### config.mk
export PLATFORM = sky130hd
export DESIGN_NAME = ioc_cell
export DESIGN_NICKNAME = d
export VERILOG_FILES = /design/src/ioc_pkg.sv /design/src/ioc_store.sv /design/src/ioc_cell.sv
export VERILOG_INCLUDE_DIRS = /design/src
export SDC_FILE = /design/constraint.sdc
export NUM_CORES = 1
export LEC_CHECK = 0
export BUFFER_PORTS_ARGS = -buffer_cell sky130_fd_sc_hd__buf_2
export CORE_MARGIN = 2
export CORE_UTILIZATION = 38
export DETAILED_ROUTE_END_ITERATION = 6
export PLACE_DENSITY = 0.78
export REMOVE_ABC_BUFFERS = 1
export SLEW_MARGIN = 20
export SYNTH_ARGS = -nofsm -noshare
export SYNTH_HDL_FRONTEND = slang
export SYNTH_SLANG_ARGS = --single-unit
### constraint.sdc
create_clock -name clk -period 1.35 [get_ports clk]
set_input_delay 0.135 -clock clk [delete_from_list [all_inputs] [get_ports clk]]
set_output_delay 0.135 -clock clk [all_outputs]
set_load 0.01 [all_outputs]
### src/ioc_cfg.svh
// Constants for the configurable I/O cell: storage element slots and reset values.
// Assumes inclusion by bare name from every file of the cell.
//
// Overview of operation
// - Three storage elements per cell, each flip-flop or latch by configuration.
// - One shared cell clock, a separate clock enable per element.
// - One shared set/reset, per element sync set, sync reset, async preset or clear.
// - Pad input reaches core directly or through the input storage element.
// - Pad output data comes directly from core or from the output element.
// - Pad output enable comes directly from core or from the enable element.
// - Output buffer and every control signal have their own polarity inversion.
// - Before configuration pads are high impedance, pull-downs and keeper off.
// - Pre-configuration pull-ups are chosen globally by mode input, else pads float.
// - After configuration each pad may enable a pull-up or a pull-down.
// - Selected keeper follows the pad level and holds it when drivers release.
`ifndef IOC_CFG_SVH
`define IOC_CFG_SVH

// ----------------------------------------
// Storage element slots
// ----------------------------------------
`define IOC_NUM_ELEM 3
`define IOC_ELEM_IN 0
`define IOC_ELEM_OUT 1
`define IOC_ELEM_OE 2

// ----------------------------------------
// Reset values
// ----------------------------------------
`define IOC_Q_RESET 1'b0
`define IOC_PAD_RESET 1'b0

`endif

### src/ioc_pkg.sv
// Types shared by the configurable I/O cell modules.
// Assumes nothing of its surroundings.
package ioc_pkg;

	// ----------------------------------------
	// Set/reset behaviour of one element
	// ----------------------------------------
	typedef enum logic [1:0] {
		SR_SYNC_SET,
		SR_SYNC_RST,
		SR_ASYNC_SET,
		SR_ASYNC_CLR
	} ioc_sr_mode_t;

	// ----------------------------------------
	// User pull selection after configuration
	// ----------------------------------------
	typedef enum logic [1:0] {
		PULL_NONE,
		PULL_UP,
		PULL_DOWN
	} ioc_pull_t;

endpackage : ioc_pkg

### src/ioc_store.sv
// One storage element of the I/O cell: flip-flop or latch with shared set/reset.
// Assumes clock edge and level indications already carry the configured polarity.
`timescale 1ns/1ps
`default_nettype none
`include "ioc_cfg.svh"

module ioc_store (
	// System
	input wire logic clk,
	input wire logic resetn,
	input wire logic ce,
	// Cell controls, polarity already applied
	input wire logic cell_clk_rise,
	input wire logic cell_clk_lvl,
	input wire logic elem_ce,
	input wire logic sr_act,
	// Configuration
	input wire logic latch_mode,
	input wire ioc_pkg::ioc_sr_mode_t sr_mode,
	// Data
	input wire logic d,
	output logic q
);

	logic q_reg;
	logic q_next;
	logic upd;

	// ----------------------------------------
	// Next state
	// ----------------------------------------
	// Async modes act without a cell clock event; sync modes beat the enable
	always_comb begin
		upd = latch_mode ? cell_clk_lvl : cell_clk_rise;
		q_next = q_reg;
		if (sr_act && sr_mode == ioc_pkg::SR_ASYNC_SET) begin
			q_next = 1'b1;
		end else if (sr_act && sr_mode == ioc_pkg::SR_ASYNC_CLR) begin
			q_next = 1'b0;
		end else if (upd && sr_act && sr_mode == ioc_pkg::SR_SYNC_SET) begin
			q_next = 1'b1;
		end else if (upd && sr_act && sr_mode == ioc_pkg::SR_SYNC_RST) begin
			q_next = 1'b0;
		end else if (upd && elem_ce) begin
			q_next = d;
		end
	end

	always_ff @(posedge clk) begin
		if (!resetn) begin
			q_reg <= `IOC_Q_RESET;
		end else if (ce) begin
			q_reg <= q_next;
		end
	end

	assign q = q_reg;
endmodule : ioc_store
`default_nettype wire

### src/ioc_cell.sv
// Configurable I/O cell: input, output and output-enable paths with storage, pulls and keeper.
// Assumes the pad level arrives asynchronously and core signals share clk.
// Every output is registered, so a direct output path still costs one clk cycle and the direct input path three.
`timescale 1ns/1ps
`default_nettype none
`include "ioc_cfg.svh"

module ioc_cell (
	// System
	input wire logic clk,
	input wire logic resetn,
	input wire logic ce,
	// Configuration state
	input wire logic cfg_done,
	input wire logic mode_pullup,
	// Per-cell configuration
	input wire logic in_use_store,
	input wire logic out_use_store,
	input wire logic oe_use_store,
	input wire logic [`IOC_NUM_ELEM-1:0] latch_mode,
	input wire ioc_pkg::ioc_sr_mode_t sr_mode [`IOC_NUM_ELEM],
	input wire ioc_pkg::ioc_pull_t pull_sel,
	input wire logic keeper_sel,
	// Polarity inversions
	input wire logic inv_out,
	input wire logic inv_oe,
	input wire logic inv_clk,
	input wire logic [`IOC_NUM_ELEM-1:0] inv_ce,
	input wire logic inv_sr,
	// Core side
	input wire logic cell_clk,
	input wire logic [`IOC_NUM_ELEM-1:0] elem_ce,
	input wire logic shared_set_reset,
	input wire logic core_out,
	input wire logic core_oe,
	output logic core_in,
	// Pad side
	input wire logic pad_i,
	output logic pad_o,
	output logic pad_oe,
	output logic pull_up,
	output logic pull_dn,
	output logic keep_o,
	output logic keep_oe
);

	// ----------------------------------------
	// Pad synchroniser and cell clock edge
	// ----------------------------------------
	logic pad_s1_reg;
	logic pad_s2_reg;
	logic clk_prev_reg;
	logic clk_prev_next;
	logic cell_clk_lvl;
	logic cell_clk_rise;
	logic sr_act;

	always_ff @(posedge clk) begin
		if (!resetn) begin
			pad_s1_reg <= `IOC_PAD_RESET;
			pad_s2_reg <= `IOC_PAD_RESET;
		end else if (ce) begin
			pad_s1_reg <= pad_i;
			pad_s2_reg <= pad_s1_reg;
		end
	end

	always_comb begin
		cell_clk_lvl = cell_clk ^ inv_clk;
		cell_clk_rise = cell_clk_lvl && !clk_prev_reg;
		clk_prev_next = cell_clk_lvl;
		sr_act = shared_set_reset ^ inv_sr;
	end

	always_ff @(posedge clk) begin
		if (!resetn) begin
			// Start high: a cell clock already active at release must not count as an edge
			clk_prev_reg <= 1'b1;
		end else if (ce) begin
			clk_prev_reg <= clk_prev_next;
		end
	end

	// ----------------------------------------
	// Storage elements
	// ----------------------------------------
	logic [`IOC_NUM_ELEM-1:0] elem_d;
	logic [`IOC_NUM_ELEM-1:0] elem_q;

	always_comb begin
		elem_d[`IOC_ELEM_IN] = pad_s2_reg;
		elem_d[`IOC_ELEM_OUT] = core_out;
		elem_d[`IOC_ELEM_OE] = core_oe;
	end

	genvar gi;
	generate
		for (gi = 0; gi < `IOC_NUM_ELEM; gi++) begin : g_elem
			ioc_store u_store (
				.clk(clk),
				.resetn(resetn),
				.ce(ce),
				.cell_clk_rise(cell_clk_rise),
				.cell_clk_lvl(cell_clk_lvl),
				.elem_ce(elem_ce[gi] ^ inv_ce[gi]),
				.sr_act(sr_act),
				.latch_mode(latch_mode[gi]),
				.sr_mode(sr_mode[gi]),
				.d(elem_d[gi]),
				.q(elem_q[gi])
			);
		end
	endgenerate

	// ----------------------------------------
	// Pad and core outputs
	// ----------------------------------------
	logic core_in_reg, core_in_next;
	logic pad_o_reg, pad_o_next;
	logic pad_oe_reg, pad_oe_next;
	logic pull_up_reg, pull_up_next;
	logic pull_dn_reg, pull_dn_next;
	logic keep_o_reg, keep_o_next;
	logic keep_oe_reg, keep_oe_next;
	logic oe_src;

	always_comb begin
		core_in_next = in_use_store ? elem_q[`IOC_ELEM_IN] : pad_s2_reg;
		pad_o_next = (out_use_store ? elem_q[`IOC_ELEM_OUT] : core_out) ^ inv_out;
		oe_src = (oe_use_store ? elem_q[`IOC_ELEM_OE] : core_oe) ^ inv_oe;
		// Keeper tracks the sensed level and only pushes while the own driver is off
		keep_o_next = pad_s2_reg;
		if (cfg_done) begin
			pad_oe_next = oe_src;
			pull_up_next = pull_sel == ioc_pkg::PULL_UP;
			pull_dn_next = pull_sel == ioc_pkg::PULL_DOWN;
			keep_oe_next = keeper_sel && !oe_src;
		end else begin
			// Unconfigured pads float unless the global mode asks for pull-ups
			pad_oe_next = 1'b0;
			pull_up_next = mode_pullup;
			pull_dn_next = 1'b0;
			keep_oe_next = 1'b0;
		end
	end

	always_ff @(posedge clk) begin
		if (!resetn) begin
			core_in_reg <= 1'b0;
			pad_o_reg <= 1'b0;
			pad_oe_reg <= 1'b0;
			pull_up_reg <= 1'b0;
			pull_dn_reg <= 1'b0;
			keep_o_reg <= 1'b0;
			keep_oe_reg <= 1'b0;
		end else if (ce) begin
			core_in_reg <= core_in_next;
			pad_o_reg <= pad_o_next;
			pad_oe_reg <= pad_oe_next;
			pull_up_reg <= pull_up_next;
			pull_dn_reg <= pull_dn_next;
			keep_o_reg <= keep_o_next;
			keep_oe_reg <= keep_oe_next;
		end
	end

	assign core_in = core_in_reg;
	assign pad_o = pad_o_reg;
	assign pad_oe = pad_oe_reg;
	assign pull_up = pull_up_reg;
	assign pull_dn = pull_dn_reg;
	assign keep_o = keep_o_reg;
	assign keep_oe = keep_oe_reg;
endmodule : ioc_cell
`default_nettype wire

==> impl_metrics.csv, run 1 <==
group,metric,value,unit
final_layout,synthToLayoutAreaGrowth,36.30,%
yosys,ys_seq_area_share,34.96,%
yosys,ys_ff_latch,13,
floorplanning,num_rows,16,
place,dp_slack,-17.69,ps
yosys,netlist_top_cells_area,"dfxtp_1 (35%), mux2i_1 (12%), xor2_1 (5.9%)",
global_route,grt_first_pass_wirelength,2642,um
sta,drv_slew,0,
setup_path,critical_path_class,"flip-flop to flip-flop",
final_layout,stdcell_area,1015,um2
clock_tree,h-tree-depth,1,
place,routabilityCongestion,0.7664,
power,p_per_area,857.1,nW/um2
yosys,async_flop_share,0,%
yosys,synth_xor_xnor_area_share,10.42,%
place,numPortBuffers,41,
power,peakVddDrop,0.4803,mV
drt,routed_wl,1799,um
yosys,netlist_top_cells_count,"dfxtp_1 (13), mux2i_1 (9), nand2_1 (7)",
yosys,synth_top_family_by_area,"compound AO/OA/AOI/OAI gates",
final_layout,regArea,261.5,um2
sta,grt_setup_unrepaired,"true",
final_layout,antenna_cells,0,
clock_tree,clock_latency,260,ps
drt,antenna_left,0,
yosys,synth_mux_area_share,12.10,%
final_layout,nNetsFinal,163,
clock_tree,numCtsBuffers,3,
yosys,avgSynthCellArea,8.969,um2
status,outcome,"complete, no violations",
global_route,grt-ovfl-total,0,
clock_tree,cts.clk_slew.worst_paths,80,ps
setup_path,critPathRequiredTime,1550,ps
clock_tree,clockBufferDepth,2,
place,dp_hpwl,1435,um
yosys,synth_area,744.5,um2
final_layout,fill_cells,176,
flow_run,drv_cap,0,
drt,drtIter0Drc,7,
floorplanning,fp.dieH,48.26,um
yosys,yosys.area_share.adder,0,%
setup_path,crit_arrival,1470,ps
final_layout,drive_gt1_share,38.58,%
sta,period_share,94.04,%
drt,drc,0,
drt,vias,740,
floorplanning,pin_count,42,
yosys,yosysTopAreaCellShare,34.96,%
floorplanning,core_area,1902,um2
floorplanning,die_w,48.26,um
yosys,synth-edff-count,0,
setup_path,start_kind,"flip-flop",
global_route,grt_pass1_vias,730,
final_layout,stdcell_count,154,
setup_path,critPathCaptureType,"flip-flop",
power,p_total,0.8698,mW
place,dpl_cell_area,984.7,um2
sta,slew_headroom,72.79,%
clock_tree,cts_tree,"done",
final_layout,fin_util,53.36,%
yosys,yosys.area_share.simple,18.99,%
clock_tree,root_buffer,"clkbuf_4",
drt,routed_via_density,4.805,
sta,fmax,787.7,MHz
yosys,syn_inst,83,
worst_hold_path,hp-class,"primary input to flip-flop",
yosys,yosys.area.top_type,"dfxtp_1",
final_layout,largest_reg_flops,3,
sta,hold_viol,0,
floorplanning,dieArea,2329,um2
global_route,grt_max_degree,14,
final_layout,multiInputGateArea,461.7,um2
drt,drt-wirelength-per-cell,11.68,um
sta,setup_violations,0,
drt,drtPass1Iterations,4,
setup_path,critPathMaxFanout,2,
clock_tree,cts_hold_buf,0,
power,leakage,0.4871,nW
yosys,synth.distinct_cells,27,
global_route,antenna_found_initial,0,
sta,setup_ws,80.49,ps
yosys,synth_most_common_cell,"dfxtp_1",
yosys,ys.flop_type,"dfxtp_1",
yosys,synth_compound_area_share,20.17,%
sta,skew,4.200,ps
sta,period_minus_slack,1270,ps
sta,worstMarginPinSlew,407.8,ps
floorplanning,start_util,39.14,%
yosys,yosys_warnings,0,
global_route,grt.total_usage,16.30,%
place,place_inst,150,
clock_tree,cts.sinks,13,
==> timing repair <==
action | 4_1_cts | 5_1_grt
gates resized for setup | 2 | 0
endpoints found under the setup margin | 1 | 1
buffers inserted | 0 | 0
==> path summary, 6_finish.rpt <==
| check | from | to | slack (ps) | cells past startpoint |
|---|---|---|---|---|
| worst min-delay path | resetn | clk_prev_reg | 130 | 2 |
| worst max-delay path | clk_prev_reg | g_elem[0].u_store.q | 80 | 5 |
| worst min register to register | pull_dn | pull_dn | 480 | 2 |
| worst max register to register | clk_prev_reg | g_elem[0].u_store.q | 80 | 5 |
==> metrics by stage <==
stage | setup TNS, ps | hold slack (ps)
after CTS | 0 | 130.5
after floorplan | 0 | 196.9
after global routing | -28.00 | 127.9
final | 0 | 130.8
after detailed placement | -17.69 | 413.4
after global placement | 0 | 404.5
==> layout by cell type (no fill, tap or decap), drive strengths merged <==
cell,n
a21boi,3
a21oi,4
a31oi,2
a41oi,2
and2,1
buf,43
clkbuf,4
dfxtp,13
inv,3
mux2i,9
nand2,7
nand2b,5
nand3,2
nand4,1
nand4b,1
nor2b,5
o211a,2
o211ai,3
o21ai,4
o221ai,1
o22ai,1
or3,2
or3b,1
xnor2,2
xor2,6
==> cells by family after synthesis <==
kind of cell | after synthesis
compound gates | 22
xor+xnor | 8
buf+inv | 6
flops | 13
mux | 9
simple gates | 25
==> final cells by class <==
| class | instances | share of cell area (%) |
|---|---|---|
| clock buffer | 4 | 2.589 |
| inverter | 3 | 1.110 |
| tap | 27 | 3.329 |
| multi-input combinational | 64 | 45.50 |
| timing repair buffer | 43 | 21.70 |
| sequential | 13 | 25.77 |
==> report_power, final <==
group,switching [mW],internal [mW],total [mW]
logic,0.110,0.113,0.224
registers,0.0104,0.406,0.417
clock network,0.116,0.114,0.230
==> worst max-delay path, cell delays in order, from the launching register on <==
cell      delay [ps]
dfxtp_2          330
or3b_4           360
o211ai_1         120
mux2i_1          210
mux2i_1           90
nor2b_1          110
==> layer usage <==
layer / up-vias / track usage [%] / part of all wire [%]
met5: - / 0 / 0
met3: 2 / 4.815 / 6.3
li1: 387 / - / -
met2: 23 / 30.00 / 49
met1: 328 / 15.99 / 44
met4: 0 / 9.189 / 0.56
(Power assumes the default switching activity.)
==> run 2: changes to the inputs <==
Settings changed: CORE_UTILIZATION 38 to 45, PLACE_DENSITY 0.78 to 0.86.
Clock period 1.35 ns to 1.65 ns, I/O delays scaled along.
==> impl_metrics.csv, run 2 (synthesis results as in run 1) <==
group,metric,value,unit
status,outcome,"complete, no violations",
place,routabilityCongestion,0.7832,
final_layout,synthToLayoutAreaGrowth,31.93,%
drt,routed_wl,1639,um
place,numPortBuffers,41,
sta,period_minus_slack,1466,ps
floorplanning,dieArea,1996,um2
global_route,grt.total_usage,18.29,%
sta,hold_viol,0,
clock_tree,cts.clk_slew.worst_paths,90,ps
floorplanning,num_rows,14,
drt,drc,0,
floorplanning,fp.dieH,44.68,um
floorplanning,start_util,48.85,%
setup_path,crit_arrival,1670,ps
final_layout,antenna_cells,0,
sta,skew,7.413,ps
sta,slew_headroom,73.12,%
sta,period_share,88.85,%
clock_tree,cts_hold_buf,0,
sta,setup_ws,183.9,ps
global_route,grt-ovfl-total,0,
setup_path,cp_slowest_cell,"or3b_2",
clock_tree,cts-resized-gates,0,
clock_tree,clock_latency,270,ps
sta,grt_setup_unrepaired,"false",
setup_path,critPathRequiredTime,1860,ps
setup_path,path_cells,"or3b_2, o211ai_1, mux2i_1, mux2i_1, nor2b_1",
final_layout,nNetsFinal,161,
setup_path,critical_path.max_stage_delay,450,ps
setup_path,critical_path_class,"flip-flop to flip-flop",
sta,setup_violations,0,
final_layout,drive_gt1_share,36.80,%
power,p_total,0.7136,mW
final_layout,largest_reg_flops,3,
flow_run,drv_cap,0,
clock_tree,cts_tree,"done",
power,leakage,0.4774,nW
floorplanning,die_w,44.68,um
drt,drt-wirelength-per-cell,11.62,um
power,peakVddDrop,0.4522,mV
place,place_inst,137,
final_layout,mostFrequentLayoutCell,"buf_2",
setup_path,critPathCaptureType,"flip-flop",
setup_path,critPathMaxFanout,5,
global_route,grt_pass1_vias,705,
drt,drtIter0Drc,5,
floorplanning,core_area,1524,um2
global_route,antenna_found_initial,0,
place,dp_hpwl,1314,um
clock_tree,numCtsBuffers,3,
worst_hold_path,hp-class,"primary input to flip-flop",
sta,worstMarginPinSlew,401.9,ps
final_layout,final_cell_mix,"buf_2 (41), dfxtp_1 (13), mux2i_1 (9), nand2_1 (7)",
drt,antenna_left,0,
drt,routed_via_density,5.234,
final_layout,fin_util,64.45,%
setup_path,start_kind,"flip-flop",
drt,drtPass1Iterations,4,
sta,drv_slew,0,
place,dp_slack,215.7,ps
global_route,grt_max_degree,23,
sta,fmax,682.1,MHz
clock_tree,root_buffer,"clkbuf_4",
final_layout,stdcell_count,141,
drt,vias,738,
clock_tree,h-tree-depth,1,
sta,setup_tns,0,ps
clock_tree,clockBufferDepth,2,
clock_tree,cts.sinks,13,
global_route,grt_first_pass_wirelength,2691,um
setup_path,r2r_slack,180,ps
setup_path,cpMostUsedCell,"mux2i_1",
floorplanning,pin_count,42,
clock_tree,post_cts_buffers,0,
power,p_per_area,726.5,nW/um2
run 2: changes by cell type in the layout (fill, tap and decap cells not counted), sizes merged:
cell and delta:
buf -2
run 2: final timing paths:
kind,from,to,depth (start not counted)
max,clk_prev_reg,g_elem[0].u_store.q,5
min,sr_mode[2],g_elem[1].u_store.q,3
min reg2reg,pull_dn,pull_dn,2
max reg2reg,clk_prev_reg,g_elem[0].u_store.q,5
run 2: cell type report:
type,instances,area (um2)
flip-flops and latches,13,260.3
inverters,3,11.26
repair buffers,41,205.2
well taps,16,20.02
clock buffers,4,26.28
fillers,138,541.8
multi-input cells,64,459.2
run 2: critical path, delay by kind of cell (launching register included):
| kind | cells | cell delay (ps) |
|---|---|---|
| AO/OA/AOI/OAI | 1 | 140 |
| flip-flops | 1 | 400 |
| multiplexers | 2 | 320 |
| AND/OR/NAND/NOR | 2 | 550 |
run 2: through the flow:
| step | hold WS, ps | area [um2] |
|---|---|---|
| 2_1_floorplan | 226.9 | 730.7 |
| 3_3_place_gp | 429.9 | 955.9 |
| 3_5_place_dp | 445.4 | 955.9 |
| 4_1_cts | 160.3 | 982.2 |
| 5_1_grt | 165.0 | 982.2 |
| 6_report | 159.3 | 982.2 |
run 2: power breakdown:
part	switching (mW)	internal, mW	leakage [nW]	total [mW]
Clock	0.106	0.0934	0.0150	0.199
Combinational	0.0851	0.0878	0.356	0.173
Sequential	0.00973	0.332	0.106	0.342
Total	0.200	0.513	0.477	0.714
run 2: metal layers:
layer | global-route usage, % | wire length (um) | vias up | part of all wire [%]
met1 | 19.40 | 673 | 340 | 41
li1 | - | - | 381 | -
met5 | 0 | 0 | - | 0
met3 | 2.449 | 59 | 2 | 3.6
met4 | 7.273 | 27 | 0 | 1.6
met2 | 35.36 | 878 | 15 | 54
